### src/taec_defs.svh
// Constants for the three-axis encoder counter card
`ifndef TAEC_DEFS_SVH
`define TAEC_DEFS_SVH
`define TAEC_CLK_HZ 125000000
`define TAEC_SAMP_8M_HZ 8000000
`define TAEC_SAMP_4M_HZ 4000000
`define TAEC_SAMP_2M_HZ 2000000
`define TAEC_SAMP_8M_CYC (`TAEC_CLK_HZ / `TAEC_SAMP_8M_HZ)
`define TAEC_SAMP_4M_CYC (`TAEC_CLK_HZ / `TAEC_SAMP_4M_HZ)
`define TAEC_SAMP_2M_CYC (`TAEC_CLK_HZ / `TAEC_SAMP_2M_HZ)
`define TAEC_TB_10HZ_HZ 10
`define TAEC_TB_1KHZ_HZ 1000
`define TAEC_TB_10KHZ_HZ 10000
`define TAEC_FILT_STAGES 4
`define TAEC_CNT_WIDTH 24
`define TAEC_CNT_MAX 24'hffffff
`define TAEC_IRQ_HOLD_CYC 8
`endif

### src/taec_pkg.sv
// Types for the three-axis encoder counter card
`include "taec_defs.svh"
package taec_pkg;
  typedef enum logic [1:0] {mode_off, mode_quad, mode_pdir, mode_two_pulse} taec_mode_t;
  typedef enum logic [1:0] {single_count_per_cycle, double_count_per_cycle, quad_count_per_cycle} taec_mult_t;
  typedef enum logic [1:0] {samp_8m, samp_4m, samp_2m} taec_samp_t;
  typedef enum logic [1:0] {tb_10hz, tb_1khz, tb_10khz} taec_tbase_t;
  typedef struct packed {
    logic [`TAEC_FILT_STAGES-1:0] sh_a;
    logic [`TAEC_FILT_STAGES-1:0] sh_b;
    logic [`TAEC_FILT_STAGES-1:0] sh_z;
    logic                         fa;
    logic                         fb;
    logic                         fz;
    logic [`TAEC_CNT_WIDTH-1:0]   cnt;
    logic                         ovf;
    logic                         unf;
    logic                         idx;
  } taec_axis_st_t;
  typedef struct packed {
    logic [5:0]                        samp_div;
    logic                              samp_en;
    logic [1:0][`TAEC_FILT_STAGES-1:0] di_sh;
    logic [1:0]                        di_f;
    logic [1:0]                        di_rise;
    logic [23:0]                       tb_cnt;
    logic [7:0]                        tm_cnt;
    logic                              tm_ev;
    logic [3:0]                        hold;
    logic                              irq_req;
    logic [7:0]                        irq_lines;
    logic                              sel;
    logic                              rd;
    logic                              wr;
    logic [3:0]                        reg_idx;
  } taec_top_st_t;
endpackage

### src/taec_top.sv
// Three-axis encoder counter card: address decode, sampling, timer, interrupt
`timescale 1ns/1ns
`include "taec_defs.svh"
//
// Notes on behaviour
// - Three independent 24-bit up/down counters
// - Each axis mode chosen separately by software
// - Quadrature gives one, two or four counts
// - Axis one carry or borrow clocks axis two
// - Four-stage filter sampled at 8, 4, 2 MHz
// - Handles 1 MHz quadrature, 1 MHz pulses
// - Timer period is base times multiplier, repeating
// - Interrupt on input, overflow or timer
// - Fixed source numbering, one source at once
// - Five filtered digital inputs, each can interrupt
// - Answers sixteen consecutive I/O addresses only
// - A9..A4 match switches, open is one
// - Request driven onto one jumpered host line
// - Source seven is timer or second input
// - Request rising edge marks the event
// - Pulse mode: B high counts down
//
module taec_top #(
  parameter int TB_10HZ_CYC  = `TAEC_CLK_HZ / `TAEC_TB_10HZ_HZ,
  parameter int TB_1KHZ_CYC  = `TAEC_CLK_HZ / `TAEC_TB_1KHZ_HZ,
  parameter int TB_10KHZ_CYC = `TAEC_CLK_HZ / `TAEC_TB_10KHZ_HZ
) (
  input  wire logic                        CLK_I,
  input  wire logic                        RESET_N_I,
  input  wire logic [9:0]                  ISA_ADDR_I,
  input  wire logic                        ISA_AEN_I,
  input  wire logic                        ISA_IOR_N_I,
  input  wire logic                        ISA_IOW_N_I,
  input  wire logic [5:0]                  BASE_ADDRESS_SWITCH_I,
  input  wire logic [2:0]                  ENC_A_I,
  input  wire logic [2:0]                  ENC_B_I,
  input  wire logic [2:0]                  INDEX_INPUT_I,
  input  wire logic                        DIGITAL_INPUT_ZERO_I,
  input  wire logic                        DIGITAL_INPUT_ONE_I,
  input  wire taec_pkg::taec_mode_t [2:0]  AXIS_MODE_I,
  input  wire taec_pkg::taec_mult_t [2:0]  AXIS_MULT_I,
  input  wire taec_pkg::taec_samp_t        SAMPLE_RATE_I,
  input  wire logic                        CASCADE_I,
  input  wire logic                        TIMER_EN_I,
  input  wire taec_pkg::taec_tbase_t       TIMER_BASE_I,
  input  wire logic [7:0]                  TIMER_MULT_I,
  input  wire logic                        SHARED_SRC_TIMER_I,
  input  wire logic [2:0]                  IRQ_SOURCE_SEL_I,
  input  wire logic [2:0]                  IRQ_LEVEL_JUMPER_I,
  output logic                             CARD_SELECT_O,
  output logic                             CARD_READ_O,
  output logic                             CARD_WRITE_O,
  output logic [3:0]                       REG_INDEX_O,
  output logic [71:0]                      COUNT_O,
  output logic [2:0]                       OVERFLOW_O,
  output logic [2:0]                       UNDERFLOW_O,
  output logic [2:0]                       INDEX_EVENT_O,
  output logic [1:0]                       DIGITAL_INPUT_O,
  output logic                             TIMER_EVENT_O,
  output logic [7:0]                       IRQ_LINES_O
);
  import taec_pkg::*;
  taec_top_st_t r_ff, nxt_r;
  logic [5:0]  samp_lim;
  logic [23:0] tb_lim;
  logic [1:0]  di_raw;
  logic [7:0]  src;
  logic        pick;
  logic        hit;

  // ************************************************************
  // Axes
  // ************************************************************
  // Filters run off the shared sample enable, so all axes see one rate
  for (genvar i = 0; i < 3; i++) begin : g_axis
    taec_axis u_axis (
      .clk_i     (CLK_I),
      .reset_n_i (RESET_N_I),
      .samp_en_i (r_ff.samp_en),
      .a_i       (ENC_A_I[i]),
      .b_i       (ENC_B_I[i]),
      .z_i       (INDEX_INPUT_I[i]),
      .mode_i    (AXIS_MODE_I[i]),
      .mult_i    (AXIS_MULT_I[i]),
      .casc_en_i ((i == 1) ? CASCADE_I : 1'b0),
      .casc_up_i (OVERFLOW_O[0]),
      .casc_dn_i (UNDERFLOW_O[0]),
      .cnt_o     (COUNT_O[24*i +: 24]),
      .ovf_o     (OVERFLOW_O[i]),
      .unf_o     (UNDERFLOW_O[i]),
      .idx_o     (INDEX_EVENT_O[i])
    );
  end

  // ************************************************************
  // Rate selection and interrupt sources
  // ************************************************************
  // At 8 MHz sampling the filter settles in 0.5 us, fast enough for 1 MHz quadrature edges
  assign samp_lim = (SAMPLE_RATE_I == samp_4m) ? 6'(`TAEC_SAMP_4M_CYC - 1) :
                    (SAMPLE_RATE_I == samp_2m) ? 6'(`TAEC_SAMP_2M_CYC - 1) :
                    6'(`TAEC_SAMP_8M_CYC - 1);
  assign tb_lim = (TIMER_BASE_I == tb_1khz)  ? 24'(TB_1KHZ_CYC - 1) :
                  (TIMER_BASE_I == tb_10khz) ? 24'(TB_10KHZ_CYC - 1) :
                  24'(TB_10HZ_CYC - 1);
  assign di_raw = {DIGITAL_INPUT_ONE_I, DIGITAL_INPUT_ZERO_I};
  assign src = {SHARED_SRC_TIMER_I ? r_ff.tm_ev : r_ff.di_rise[1],
                r_ff.di_rise[0], INDEX_EVENT_O, OVERFLOW_O | UNDERFLOW_O};
  assign pick = src[IRQ_SOURCE_SEL_I];
  assign hit = !ISA_AEN_I && (ISA_ADDR_I[9:4] == BASE_ADDRESS_SWITCH_I) &&
               (!ISA_IOR_N_I || !ISA_IOW_N_I);

  // ************************************************************
  // Next state
  // ************************************************************
  always_comb begin
    nxt_r = r_ff;
    nxt_r.samp_en = 1'b0;
    nxt_r.tm_ev = 1'b0;
    if (r_ff.samp_div == samp_lim) begin
      nxt_r.samp_div = 6'h00;
      nxt_r.samp_en = 1'b1;
    end else begin
      nxt_r.samp_div = r_ff.samp_div + 6'h01;
    end
    for (int k = 0; k < 2; k++) begin
      if (r_ff.samp_en) begin
        nxt_r.di_sh[k] = {r_ff.di_sh[k][`TAEC_FILT_STAGES-2:0], di_raw[k]};
        if (&nxt_r.di_sh[k]) begin
          nxt_r.di_f[k] = 1'b1;
        end else if (~|nxt_r.di_sh[k]) begin
          nxt_r.di_f[k] = 1'b0;
        end
      end
    end
    nxt_r.di_rise = nxt_r.di_f & ~r_ff.di_f;
    // A multiplier of zero stops the timer rather than giving a 256 period
    if (!TIMER_EN_I || TIMER_MULT_I == 8'h00) begin
      nxt_r.tb_cnt = 24'h000000;
      nxt_r.tm_cnt = 8'h00;
    end else if (r_ff.tb_cnt == tb_lim) begin
      nxt_r.tb_cnt = 24'h000000;
      if (r_ff.tm_cnt == TIMER_MULT_I - 8'h01) begin
        nxt_r.tm_cnt = 8'h00;
        nxt_r.tm_ev = 1'b1;
      end else begin
        nxt_r.tm_cnt = r_ff.tm_cnt + 8'h01;
      end
    end else begin
      nxt_r.tb_cnt = r_ff.tb_cnt + 24'h000001;
    end
    // Request is stretched so the host controller sees a clean rising edge
    if (pick) begin
      nxt_r.irq_req = 1'b1;
      nxt_r.hold = 4'(`TAEC_IRQ_HOLD_CYC - 1);
    end else if (r_ff.hold != 4'h0) begin
      nxt_r.hold = r_ff.hold - 4'h1;
    end else begin
      nxt_r.irq_req = 1'b0;
    end
    nxt_r.irq_lines = nxt_r.irq_req ? (8'h01 << IRQ_LEVEL_JUMPER_I) : 8'h00;
    nxt_r.sel = hit;
    nxt_r.rd = hit && !ISA_IOR_N_I;
    nxt_r.wr = hit && !ISA_IOW_N_I;
    nxt_r.reg_idx = hit ? ISA_ADDR_I[3:0] : r_ff.reg_idx;
  end

  always_ff @(posedge CLK_I) begin
    if (!RESET_N_I) begin
      r_ff <= '0;
    end else begin
      r_ff <= nxt_r;
    end
  end

  assign CARD_SELECT_O = r_ff.sel;
  assign CARD_READ_O = r_ff.rd;
  assign CARD_WRITE_O = r_ff.wr;
  assign REG_INDEX_O = r_ff.reg_idx;
  assign DIGITAL_INPUT_O = r_ff.di_f;
  assign TIMER_EVENT_O = r_ff.tm_ev;
  assign IRQ_LINES_O = r_ff.irq_lines;
endmodule

### src/taec_axis.sv
// One counter axis: input filters, decoder and 24-bit counter
`timescale 1ns/1ns
`include "taec_defs.svh"
module taec_axis (
  input  wire logic                       clk_i,
  input  wire logic                       reset_n_i,
  input  wire logic                       samp_en_i,
  input  wire logic                       a_i,
  input  wire logic                       b_i,
  input  wire logic                       z_i,
  input  wire taec_pkg::taec_mode_t       mode_i,
  input  wire taec_pkg::taec_mult_t       mult_i,
  input  wire logic                       casc_en_i,
  input  wire logic                       casc_up_i,
  input  wire logic                       casc_dn_i,
  output logic [`TAEC_CNT_WIDTH-1:0]      cnt_o,
  output logic                            ovf_o,
  output logic                            unf_o,
  output logic                            idx_o
);
  import taec_pkg::*;
  taec_axis_st_t r_ff, nxt_r;

  // Level changes only once all stages agree
  function automatic logic filt(input logic [`TAEC_FILT_STAGES-1:0] sh, input logic prev);
    filt = (&sh) ? 1'b1 : ((~|sh) ? 1'b0 : prev);
  endfunction

  always_comb begin
    logic up;
    logic dn;
    logic ea;
    logic eb;
    up = 1'b0;
    dn = 1'b0;
    ea = 1'b0;
    eb = 1'b0;
    nxt_r = r_ff;
    nxt_r.ovf = 1'b0;
    nxt_r.unf = 1'b0;
    if (samp_en_i) begin
      nxt_r.sh_a = {r_ff.sh_a[`TAEC_FILT_STAGES-2:0], a_i};
      nxt_r.sh_b = {r_ff.sh_b[`TAEC_FILT_STAGES-2:0], b_i};
      nxt_r.sh_z = {r_ff.sh_z[`TAEC_FILT_STAGES-2:0], z_i};
      nxt_r.fa = filt(nxt_r.sh_a, r_ff.fa);
      nxt_r.fb = filt(nxt_r.sh_b, r_ff.fb);
      nxt_r.fz = filt(nxt_r.sh_z, r_ff.fz);
    end
    ea = nxt_r.fa ^ r_ff.fa;
    eb = nxt_r.fb ^ r_ff.fb;
    unique case (mode_i)
      mode_off: ;
      mode_quad: begin
        if (ea && !eb && (mult_i == double_count_per_cycle || mult_i == quad_count_per_cycle ||
            (mult_i == single_count_per_cycle && nxt_r.fa))) begin
          up = nxt_r.fa ^ nxt_r.fb;
          dn = ~up;
        end else if (eb && !ea && mult_i == quad_count_per_cycle) begin
          up = ~(nxt_r.fa ^ nxt_r.fb);
          dn = ~up;
        end
      end
      mode_pdir: begin
        if (nxt_r.fa && !r_ff.fa) begin
          dn = nxt_r.fb;
          up = ~nxt_r.fb;
        end
      end
      mode_two_pulse: begin
        up = eb & nxt_r.fb & ~(ea & nxt_r.fa);
        dn = ea & nxt_r.fa & ~(eb & nxt_r.fb);
      end
    endcase
    // Cascaded axis counts only the carry and borrow of its neighbour
    if (casc_en_i) begin
      up = casc_up_i;
      dn = casc_dn_i;
    end
    if (up) begin
      nxt_r.cnt = r_ff.cnt + 24'h000001;
      nxt_r.ovf = (r_ff.cnt == `TAEC_CNT_MAX);
    end else if (dn) begin
      nxt_r.cnt = r_ff.cnt - 24'h000001;
      nxt_r.unf = (r_ff.cnt == 24'h000000);
    end
    nxt_r.idx = nxt_r.fz & ~r_ff.fz;
  end

  always_ff @(posedge clk_i) begin
    if (!reset_n_i) begin
      r_ff <= '0;
    end else begin
      r_ff <= nxt_r;
    end
  end

  assign cnt_o = r_ff.cnt;
  assign ovf_o = r_ff.ovf;
  assign unf_o = r_ff.unf;
  assign idx_o = r_ff.idx;
endmodule

### config.mk
export PLATFORM = sky130hd
export DESIGN_NAME = taec_top
export DESIGN_NICKNAME = d
export VERILOG_FILES = /design/src/taec_pkg.sv /design/src/taec_top.sv /design/src/taec_axis.sv
export VERILOG_INCLUDE_DIRS = /design/src /design/src/src
export SDC_FILE = /design/constraint.sdc
export NUM_CORES = 1
export LEC_CHECK = 0
export ABC_AREA = 1
export BUFFER_PORTS_ARGS = -buffer_cell sky130_fd_sc_hd__buf_2
export CORE_UTILIZATION = 45
export CTS_BUF_LIST = sky130_fd_sc_hd__clkbuf_8
export CTS_CLUSTER_SIZE = 14
export DETAILED_ROUTE_END_ITERATION = 10
export PLACE_DENSITY = 0.72
export SLEW_MARGIN = 30
export SYNTH_ARGS = -nofsm -noshare
export SYNTH_HDL_FRONTEND = slang
export SYNTH_HIERARCHICAL = 1
export SYNTH_SLANG_ARGS = --single-unit
### constraint.sdc
create_clock -name CLK_I -period 4.75 [get_ports CLK_I]
set_input_delay 0.95 -clock CLK_I [delete_from_list [all_inputs] [get_ports CLK_I]]
set_output_delay 0.95 -clock CLK_I [all_outputs]
set_load 0.01 [all_outputs]
# --- After elaboration in Yosys (flattened, before gate mapping) ---
# Index checks and enable logic that the tools add are counted.
classes:
  addsub: 11
  n_lt_le_gt_ge: 1
  eq_ne: 26
  n_shift: 1
  muxes: 72
  bitwise: 47
  n_reduce_logical: 89
ops:
  columns: ["cell", "n"]
  rows:
  - ["$mux 24", 8]
  - ["$add 24x1->24 const B", 4]
  - ["$eq 24x24->1 const B", 3]
  - ["$logic_not 24->1", 3]
  - ["$sub 24x1->24 const B", 3]
  - ["$mux 1", 49]
  - ["$reduce_and 4->1", 11]
  - ["$reduce_or 4->1", 11]
  - ["$eq 24x24->1", 1]
  - ["$eq 2x2->1 const B", 11]
  - ["$logic_and 1x1->1", 22]
  - ["$not 1->1", 20]
  - ["$pmux 1 s3", 6]
  - ["$eq 2x1->1 const B", 8]
  - ["$and 1x1->1", 15]
  - ["$reduce_or 3->1", 5]
  - ["$logic_not 1->1", 13]
  - ["$eq 6x6->1", 2]
  - ["$mux 3", 4]
  - ["$mux 6", 2]
  - ["$xor 1x1->1", 9]
  - ["$add 8x1->8 const B", 1]
  - ["$eq 8x8->1", 1]
  - ["$logic_not 8->1", 1]
  - ["other kinds (17)", 34]
totals:
  reg_bits: 187
  inputBits: 65
  out_inout_bits: 99
  word_cells: 294

# --- Depth between registers and ports, before layout ---
# Gate-level depths: netlist of the first run.
logic_depth:
  ltp_word: 14
  depth_mapped: 28
  mapped_depth_nobuf: 27

# --- By module ---
# Netlist of the first run, hierarchy kept.
modules_own_cells:
  columns: ["mod", "n_inst", "cells_each", "area_each_um2", "seq_area_each_um2"]
  rows:
  - ["taec_axis at g_axis[0].u_axis ...", 2, 473, 3220.6, 780.7]
  - ["taec_top", 1, 669, 4351.7, 1401.3]
  - ["taec_axis at g_axis[2].u_axis", 1, 449, 3191.8, 780.7]

# --- Worst setup path after synthesis of the first run ---
# OpenSTA, ideal clock, no wires.
synth_timing:
  path_type: "in2reg"
  startpoint: "in ENC_A_I[0]"
  endpoint: "reg g_axis[0].u_axis.r_ff (netlist bit g_axis[0].u_axis/cnt_o[20])"
  setup_time_ps: 117
  arrival_ps: 3793
  slack_ps: 840
  path_stages: 23
  cell_sequence: "nor2_1 nand3_2 nand2_1 nand2_2 ha_1 nor2_1 nand3_2 nand2_1 nand2_1 nand3_2 nand2_4 ha_1 a21oi_1 o21ai_0 a21oi_1 inv_1 a21oi_1 o21bai_1 nand2_1 nand2_1 xor2_1 nor2_1 nor2_1"
synth_rtl:
  columns: ["item", "line", "rtl"]
  rows:
  - ["start, declared", "taec_top.sv:35", "input wire logic [2:0] ENC_A_I,"]
  - ["end signal, assigned", "taec_axis.sv:93", "r_ff <= nxt_r;"]
  - ["end, declared", "taec_axis.sv:22", "taec_axis_st_t r_ff, nxt_r;"]

==> results of run 1 <==
-- worst paths after layout --
kind / start / depth (start not counted) / end
setup / recovery: r_ff[65]$_SDFF_PN0_ / 26 / g_axis[1].u_axis/cnt_o[20]$_SDFFE_PN0P_
hold / removal: DIGITAL_INPUT_O[1]$_SDFF_PN0_ / 1 / r_ff[54]$_SDFF_PN0_
setup reg to reg: r_ff[65]$_SDFF_PN0_ / 26 / g_axis[1].u_axis/cnt_o[20]$_SDFFE_PN0P_
hold reg to reg: DIGITAL_INPUT_O[1]$_SDFF_PN0_ / 1 / r_ff[54]$_SDFF_PN0_
-- cell usage in the layout, fill, tap and decap left out, drive strengths merged, types with 12 or more instances in the layout --
master	n
nand3	103
o21ai	137
clkbuf	17
nor3	46
nor2	316
dfxtp	187
buf	169
xor2	49
xnor2	33
nor4	24
inv	228
a211oi	18
nand4	49
a21oi	145
clkinv	12
ha	91
nand2	441
or2	14
-- where the power goes --
part | total [W] | switching [W] | internal, W
registers | 0.00174 | 0.0000931 | 0.00165
clock network | 0.00116 | 0.000703 | 0.000457
logic | 0.00125 | 0.000767 | 0.000482
-- critical path, delay by kind of cell, from the launching register on --
family	cells	cell delay [ns]
buf+inv	4	0.42
fa+ha+maj	2	0.68
compound gates	5	1.10
xor+xnor	1	0.15
simple gates	14	1.20
flops	1	0.49
-- registers in the layout, indices dropped and copies added (netlist names) --
register,flops
CARD_READ_O,1
g_axis.u_axis/unf_o,3
REG_INDEX_O,4
r_ff,52
g_axis.u_axis/r_ff,36
TIMER_EVENT_O,1
g_axis.u_axis/cnt_o,72
DIGITAL_INPUT_O,2
IRQ_LINES_O,8
CARD_WRITE_O,1
CARD_SELECT_O,1
g_axis.u_axis/ovf_o,3
g_axis.u_axis/idx_o,3
-- routing by layer --
layer  vias up  track usage [%]  part of all wire [%]
met3        34             3.54                   4.5
met2       297             37.8                    48
met1      6124             28.4                    46
li1       6872                -                     -
met5         -                0                 0.037
met4         2             5.76                   1.3
-- stage by stage --
| stage | utilization, % | std cells |
|---|---|---|
| 2_1_floorplan | - | 2069 |
| 3_3_place_gp | 47.3 | 2513 |
| 3_5_place_dp | 47.3 | 2513 |
| 4_1_cts | 48.7 | 2545 |
| 5_1_grt | 48.7 | 2546 |
| 6_report | 48.7 | 2547 |
-- layout make-up --
type / instances / area [µm²]
flip-flops and latches: 187 / 3750
clock inverters: 15 / 193
repair buffers: 169 / 876
diodes: 2 / 5.00
fillers: 3094 / 15700
well taps: 396 / 495
clock buffers: 17 / 234
inverters: 226 / 863
multi-input cells: 1535 / 8480
-- what timing repair did --
action                                  4_1_cts  5_1_grt
buffers inserted                              0        0
gates resized for setup                       0        1
hold buffers                                  0        0
endpoints found under the setup margin        0        1
-- kinds of logic after synthesis --
kind of cell             count (synthesis)
buffers and inverters                  347
other                                    1
XOR/XNOR                                82
flip-flops                             187
adder cells (fa/ha/maj)                 94
AO/OA/AOI/OAI                          348
AND/OR/NAND/NOR                       1005
==> summary.md, run 1 <==
The detail route stage leaves a number of antenna-violating nets equal to 0. Most used flip-flop cell after synthesis: sky130_fd_sc_hd__dfxtp_1. The number of iterations in the first detailed-routing pass is 5.

The worst setup path is captured at a flip-flop. The tools report the number of core rows as 64. Final hold analysis gives a worst-case slack of 0.441 ns. Measured against the total synthesized area, the mux share comes to 0%. Of the total synthesized cell area, the portion taken by XOR and XNOR cells is 5.14%. The run gives 26,400 µm as the HPWL after detailed placement.

The number of buffers added on ports came out at 163. Of the total synthesized cell area, the portion taken by full adders, half adders and majority gates is 8.57%. The routed design could run at a clock period as short as 4.19 ns. Of the total synthesized cell area, the portion taken by AND, OR, NAND and NOR gates is 32.4%.

After detailed routing, the total wire length is 34,700 µm. The initial antenna violation count is 3. The congestion estimate from routability-driven global placement came to 0.917.

The per-cell via count in the routed design is 5.23, and the least setup slack across all paths after layout is 0.565 ns. For the worst supply voltage drop on vdd, the log shows 0.178 mV. The logs give 6.94 nW for the static leakage power and 13,329 for the via count. Counting flops with a built-in enable in the synthesized netlist gives 0.

The tools report the net count of the finished layout as 2,295. Instance area at placement: 14,500 µm². The root buffer cell chosen for the clock tree is sky130_fd_sc_hd__clkbuf_8. By instance count, the leading cell after synthesis is sky130_fd_sc_hd__nand2_1. The die is 178 µm wide. Synthesis handed over a netlist of 2,064 instances. The die is 178 µm tall. Entering global routing, the biggest net connects 54 pins. The region available for standard cell placement spans 30,600 µm². Setup repair after global routing left no endpoint under its margin. The delay of the slowest cell on the worst path is 0.49 ns. The TritonCTS sink count is 187, and the measured slew at the worst slew-check pin is 0.605 ns. The global-route usage over all layers is 22.0%. The clock arrives with 0.0237 ns of skew. Worst min-delay path category: flip-flop to flip-flop.

After synthesis, the cell types taking the most area are sky130_fd_sc_hd__dfxtp_1, sky130_fd_sc_hd__nand2_1, sky130_fd_sc_hd__ha_1. The highest net fanout along the worst path is 26, and the share of flip-flops with an asynchronous set or reset after synthesis is 0%. For this block, the initial DRC count from the detailed router was 706. Summing internal, switching and leakage power gives 0.00415 W.

The run gives 0 as the number of maximum-capacitance violations. Clock-pin slew was measured on the worst setup and hold paths at 0.11 ns. Setup violations remaining at the end of the flow were counted as 0. Setup slack on the worst reg-to-reg path comes out at 0.56 ns. The average instance in the mapped netlist occupies 6.78 µm². By count the netlist is led by sky130_fd_sc_hd__nand2_1, sky130_fd_sc_hd__nor2_1, sky130_fd_sc_hd__inv_1, sky130_fd_sc_hd__dfxtp_1, sky130_fd_sc_hd__a21oi_1.

After synthesis, the largest family of logic cells by area is simple AND/OR/NAND/NOR gates. The hold violation total from the final report was 0; the top-area cell type share of the netlist area was 26.8%. The cell area after synthesis came out at 14,000 µm².

The logs give 4.57 ns for the signal arrival time at the worst endpoint and 0 for the final number of max-transition violations. The complex-gate fraction of the synthesized area came out at 14.4%. The clock reaches the later pin of the worst-skew pair after 0.50 ns. The worst setup path is of the flip-flop to flip-flop kind.

The tools report the remaining max-slew budget at the tightest pin as 59.3%. The required time of the worst setup path is 5.13 ns, and the synthesis-to-finish area growth is 6.48%. Sequential-to-total area share from yosys stat: 26.8%.

The design area was 14,900 µm². For this configuration, the core starts out at a cell density of 45.7%. The tools report the number of global-route vias before repair as 12,257. The flow ran to the end, and the final reports show no timing, DRC or antenna violations. The synthesized design contains 187 register bits. After detailed routing, the average wire length per cell comes to 13.6 µm. The worst setup path is launched from a flip-flop. The number of synthesis warnings is 6. The die covers 31,800 µm².

Counting distinct cell types in the post-synthesis netlist gives 58. Of the cells placed in the final design, the portion with a size suffix greater than 1 is 14.8%. TritonCTS built the clock tree.

The number of buffers inserted during clock tree synthesis is 17. The worst-case setup slack after placement came out at 0.235 ns. The tools report the wire length of the first global-routing pass as 57,300 µm. In the finished design, the share of the clock period the worst path needs comes to 88.1%. The slowest stage of the critical path is the sky130_fd_sc_hd__dfxtp_4 cell.

The total overflow left after global routing is 0. The total power density per cell area came out at 279 nW/µm². The clock passes through at most 2 buffers.

By instance count, the cell type seen most on the critical path is sky130_fd_sc_hd__nand2_1. The run gives 0 as the number of remaining DRC errors. The aggregate negative setup slack was 0 ns. The largest total area in the synthesized netlist belongs to sky130_fd_sc_hd__dfxtp_1. Upper clock frequency limit: 239 MHz. For the top-level port count, the log shows 164. For the H-tree depth, the log shows 4.
Note: power is estimated with default switching activity, not from simulation.
==> run 2, diff against run 1 <==
--- a/config.mk
+++ b/config.mk
@@ -6,13 +6,12 @@
 export SDC_FILE = /design/constraint.sdc
 export NUM_CORES = 1
 export LEC_CHECK = 0
-export ABC_AREA = 1
 export BUFFER_PORTS_ARGS = -buffer_cell sky130_fd_sc_hd__buf_2
 export CORE_UTILIZATION = 45
 export CTS_BUF_LIST = sky130_fd_sc_hd__clkbuf_8
 export CTS_CLUSTER_SIZE = 14
 export DETAILED_ROUTE_END_ITERATION = 10
-export PLACE_DENSITY = 0.72
+export PLACE_DENSITY = 0.73
 export SLEW_MARGIN = 30
 export SYNTH_ARGS = -nofsm -noshare
 export SYNTH_HDL_FRONTEND = slang
==> run 2 against run 1 <==
Effect of this change: die area fell by 10%; register-to-register slack got worse by 0.33 ns; setup slack got worse by 0.44 ns; largest power group unchanged.
==> summary.md, run 2 <==
The share of flip-flops with an asynchronous set or reset after synthesis is 0% (unchanged), and the number of instances in the synthesized netlist is 1,484 (-28%). The library cells used most frequently in the layout, excluding fill and tap cells, are sky130_fd_sc_hd__dfxtp_1, sky130_fd_sc_hd__buf_4, sky130_fd_sc_hd__buf_2. The fraction of the mapped netlist area in adder cells is 9.54% (+0.97 points).

The logs give 0 (unchanged) for the hold violation total from the final report and 0.0354 ns (+0.0116 ns) for the setup clock skew after layout. Summed over all instances, the cell type with the most area after synthesis is sky130_fd_sc_hd__dfxtp_1. The number of iterations in the first detailed-routing pass is 5 (unchanged), and the number of core rows is 60 (-6.3%). The remaining global-route overflow came out at 0 (unchanged). After synthesis, the largest family of logic cells by area is simple AND/OR/NAND/NOR gates.

The total wire length after detailed routing is 32,900 µm (-5.1%). The count of routing violations after the opening detailed-route iteration was 660 (-6.5%). The remaining max-slew budget at the tightest pin was 38.6% (-21 points); the wire length of the first global-routing pass was 52,400 µm (-8.5%). Among all cell types in the netlist, the one instantiated most often is sky130_fd_sc_hd__dfxtp_1. From synthesis to final layout, the design area changed by 22.5%.

The multiplexer fraction of the synthesized cell area works out to 5.86% (+5.9 points). The tools report the number of buffers inserted during clock tree synthesis as 17 (unchanged). The flip-flop and latch count after synthesis is 187 (unchanged), and the total power density per cell area is 188 nW/µm² (-33%).

Ranked by total cell area, the synthesized netlist is headed by sky130_fd_sc_hd__dfxtp_1, sky130_fd_sc_hd__ha_1, sky130_fd_sc_hd__buf_4. The per-cell via count in the routed design works out to 5.48 (+4.8%). In this run the clock root is driven by a sky130_fd_sc_hd__clkbuf_8.

The clock-pin slew of the registers on the worst-case setup and hold paths was 0.11 ns (about the same); the sequential-to-total area share from yosys stat was 29.8% (+3.0 points). The fraction of final layout cells sized beyond drive strength 1 came out at 27.6% (+13 points). The horizontal extent of the die is 169 µm (-5.2%), and the signal arrival time at the worst endpoint is 4.96 ns (+0.39 ns). The distinct cell type count of the synthesized netlist is 86 (+48%). The count of hold-fix buffers inserted at cts was 0 (unchanged). The top-level port count was 164 (unchanged).

The top-area cell type share of the netlist area was 29.8% (+3.0 points); the minimum clock period after layout was 4.62 ns (+0.438 ns). The flip-flop count of the largest register, all copies and words added is 72 (unchanged), and the net count of the finished layout is 1,876 (-18%). The required time of the worst setup path is 5.09 ns (-0.04 ns), and the number of buffers added on ports is 163 (unchanged). The post-synthesis simple-gate area fraction works out to 22.9% (-9.5 points). The tools report the power consumption as 0.00289 W (-30%). Number of global-route vias before repair: 10,924 (-11%). Leaving out fill and tap cells, the most frequent cell in the layout is sky130_fd_sc_hd__dfxtp_1. Worst min-delay path category: flip-flop to flip-flop. For the number of maximum-capacitance violations, the log shows 0 (unchanged).

The clock latency on the worst-skew pair was 0.46 ns (-0.04 ns). The fill cell instance count of the final layout is 2,513 (-19%), and the HPWL after detailed placement is 24,400 µm (-7.7%). The routed wire length per instance is 15.6 µm (+15%), and the via count is 11,547 (-13%). The upper clock frequency limit is 216 MHz (-9.5%), and the share of the clock period used by the worst path after layout is 97.3% (+9.2 points). The highest net fanout along the worst path is 5 (-81%).

The hold slack came out at 0.483 ns (+0.0412 ns). The number of flops mapped to enable cells by yosys is 0 (unchanged). The aggregate negative setup slack came out at 0 ns (unchanged). Worst-case clock buffer depth: 2 (unchanged). The cell area after synthesis was 12,600 µm² (-10%); the final number of max-transition violations was 0 (unchanged). The core footprint is 27,200 µm² (-11%), and the xor/xnor share of the synthesized area is 6.27% (+1.1 points). The number of synthesis warnings was 6 (unchanged); the number of endpoints failing setup at the final stage was 0 (unchanged). Kind of start point of the critical path: an input pin. The logs give 0.159 mV (-11%) for the worst supply voltage drop on vdd and 8360 µm² (-1.4%) for the multi-input logic area.

The initial antenna violation count was 5 (+2). The average instance area after synthesis is 8.46 µm² (+25%). After synthesis, the most frequently instantiated cells are sky130_fd_sc_hd__dfxtp_1, sky130_fd_sc_hd__nor2_1, sky130_fd_sc_hd__a21oi_1, sky130_fd_sc_hd__buf_4, sky130_fd_sc_hd__ha_1. The tools report the H-tree depth as 4 (unchanged). TritonCTS built the clock tree.

The run gives 0 (unchanged) as the number of remaining DRC errors. The area of the die is 28,600 µm² (-10%), and the total area of sequential cells is 3750 µm² (unchanged). The chip height was 169 µm (-5.2%). The maximum number of pins on one net before global-route repair is 33 (-39%), and the complex-gate fraction of the synthesized area is 17.0% (+2.7 points). The most used flip-flop cell after synthesis is sky130_fd_sc_hd__dfxtp_1. The final weighted congestion in routability-driven placement was 0.886 (-3.3%); the TritonCTS sink count was 187 (unchanged).

Number of instances on the worst hold path: 1 (unchanged). The run gives 6.50 nW (-6.3%) as the static leakage power. Residual antenna-violating net count after detailed routing: 0 (unchanged). The critical path endpoint category was a flip-flop.

The measured slew at the worst slew-check pin is 0.919 ns (+0.315 ns). The critical path in this run is classified as input pin to flip-flop. The effective utilization at floorplan came out at 46.2% (+0.51 points).

The run finished with clean final reports. Setup repair after global routing could not meet its margin everywhere. The global-route usage over all layers was 22.2% (+0.26 points); the depth of the worst register-to-register path was 22 (-15%).
## run 2: cell count changes in the layout (fill, tap and decap cells not counted), moves of 29 or more
| cell | change |
|---|---|
| sky130_fd_sc_hd__nand2_1 | -325 |
| sky130_fd_sc_hd__buf_4 | +156 |
| sky130_fd_sc_hd__nor2_1 | -147 |
| sky130_fd_sc_hd__inv_1 | -143 |
| sky130_fd_sc_hd__o21ai_0 | -80 |
| sky130_fd_sc_hd__mux2i_1 | +68 |
| sky130_fd_sc_hd__a21oi_1 | -39 |
| sky130_fd_sc_hd__nand3_1 | -29 |
## run 2: stage by stage
stage | utilization (%) | instances | instance area (µm²) | worst slack (ns)
2_1_floorplan | - | 1491 | 13000 | -0.0206
3_3_place_gp | 53.7 | 2053 | 14600 | -0.239
3_5_place_dp | 53.7 | 2053 | 14600 | -0.351
4_1_cts | 55.2 | 2085 | 15000 | 0.0462
5_1_grt | 56.6 | 2104 | 15400 | -0.103
6_report | 56.6 | 2106 | 15400 | 0.127
## run 2: worst paths after layout
check	from	endpoint	slack [ns]
hold reg to reg	r_ff[29]$_SDFF_PP0_	r_ff[29]$_SDFF_PP0_	0.48
setup / recovery	ENC_A_I[1]	g_axis[1].u_axis/cnt_o[22]$_SDFFE_PN0P_	0.13
hold / removal	r_ff[29]$_SDFF_PP0_	r_ff[29]$_SDFF_PP0_	0.48
setup reg to reg	r_ff[65]$_SDFF_PN0_	g_axis[1].u_axis/cnt_o[22]$_SDFFE_PN0P_	0.23
## run 2: routing by layer
metal	wire (µm)	global-route usage (%)	part of all wire, %
met1	15500	29.1	47
met3	1390	3.39	4.2
met2	15600	37.7	47
met4	419	6.46	1.3
met5	10	0	0.030
## run 2: report_power, final
group | switching, W | internal, W
Combinational | 0.000117 | 0.0000844
Sequential | 0.0000135 | 0.00158
Clock | 0.000636 | 0.000457
Total | 0.000767 | 0.00213
## run 2: critical path, stage by stage
cell,delay (ns)
sky130_fd_sc_hd__buf_8,0.10
sky130_fd_sc_hd__nor4b_4,0.21
sky130_fd_sc_hd__nor2_1,0.08
sky130_fd_sc_hd__a21oi_2,0.16
sky130_fd_sc_hd__inv_2,0.07
sky130_fd_sc_hd__ha_4,0.24
sky130_fd_sc_hd__and3b_2,0.22
sky130_fd_sc_hd__mux2i_1,0.16
sky130_fd_sc_hd__mux2i_1,0.11
sky130_fd_sc_hd__a222oi_1,0.32
sky130_fd_sc_hd__buf_4,0.23
sky130_fd_sc_hd__buf_12,0.14
sky130_fd_sc_hd__buf_8,0.11
sky130_fd_sc_hd__ha_4,0.21
sky130_fd_sc_hd__o21ai_4,0.07
sky130_fd_sc_hd__a21oi_4,0.06
sky130_fd_sc_hd__o31ai_4,0.24
sky130_fd_sc_hd__a32oi_2,0.18
sky130_fd_sc_hd__a221oi_2,0.39
sky130_fd_sc_hd__o21ai_2,0.13
sky130_fd_sc_hd__o311ai_2,0.32
sky130_fd_sc_hd__xor2_1,0.17
sky130_fd_sc_hd__o22ai_1,0.10
## run 2: layout make-up
type / instances / area share (%)
Clock buffer: 19 / 1.70
Inverter: 63 / 1.54
Tap cell: 372 / 3.02
Timing Repair Buffer: 332 / 14.2
Antenna cell: 4 / 0.0650
Multi-Input combinational cell: 1116 / 54.3
Clock inverter: 13 / 0.862
Sequential cell: 187 / 24.4
## run 2: repair_timing
item                                    CTS  global route
endpoints found under the setup margin    0            19
resized for setup                         0            45
setup buffers                             0            14
## run 2: logic make-up (layout without fill, tap and decap cells)
group / Yosys count / count (layout)
adder cells (fa/ha/maj): 94 / 94
flip-flops: 187 / 187
AO/OA/AOI/OAI: 304 / 304
AND/OR/NAND/NOR: 548 / 548
buffers and inverters: 188 / 427
multiplexers: 72 / 72
other: 1 / 12
XOR/XNOR: 90 / 90
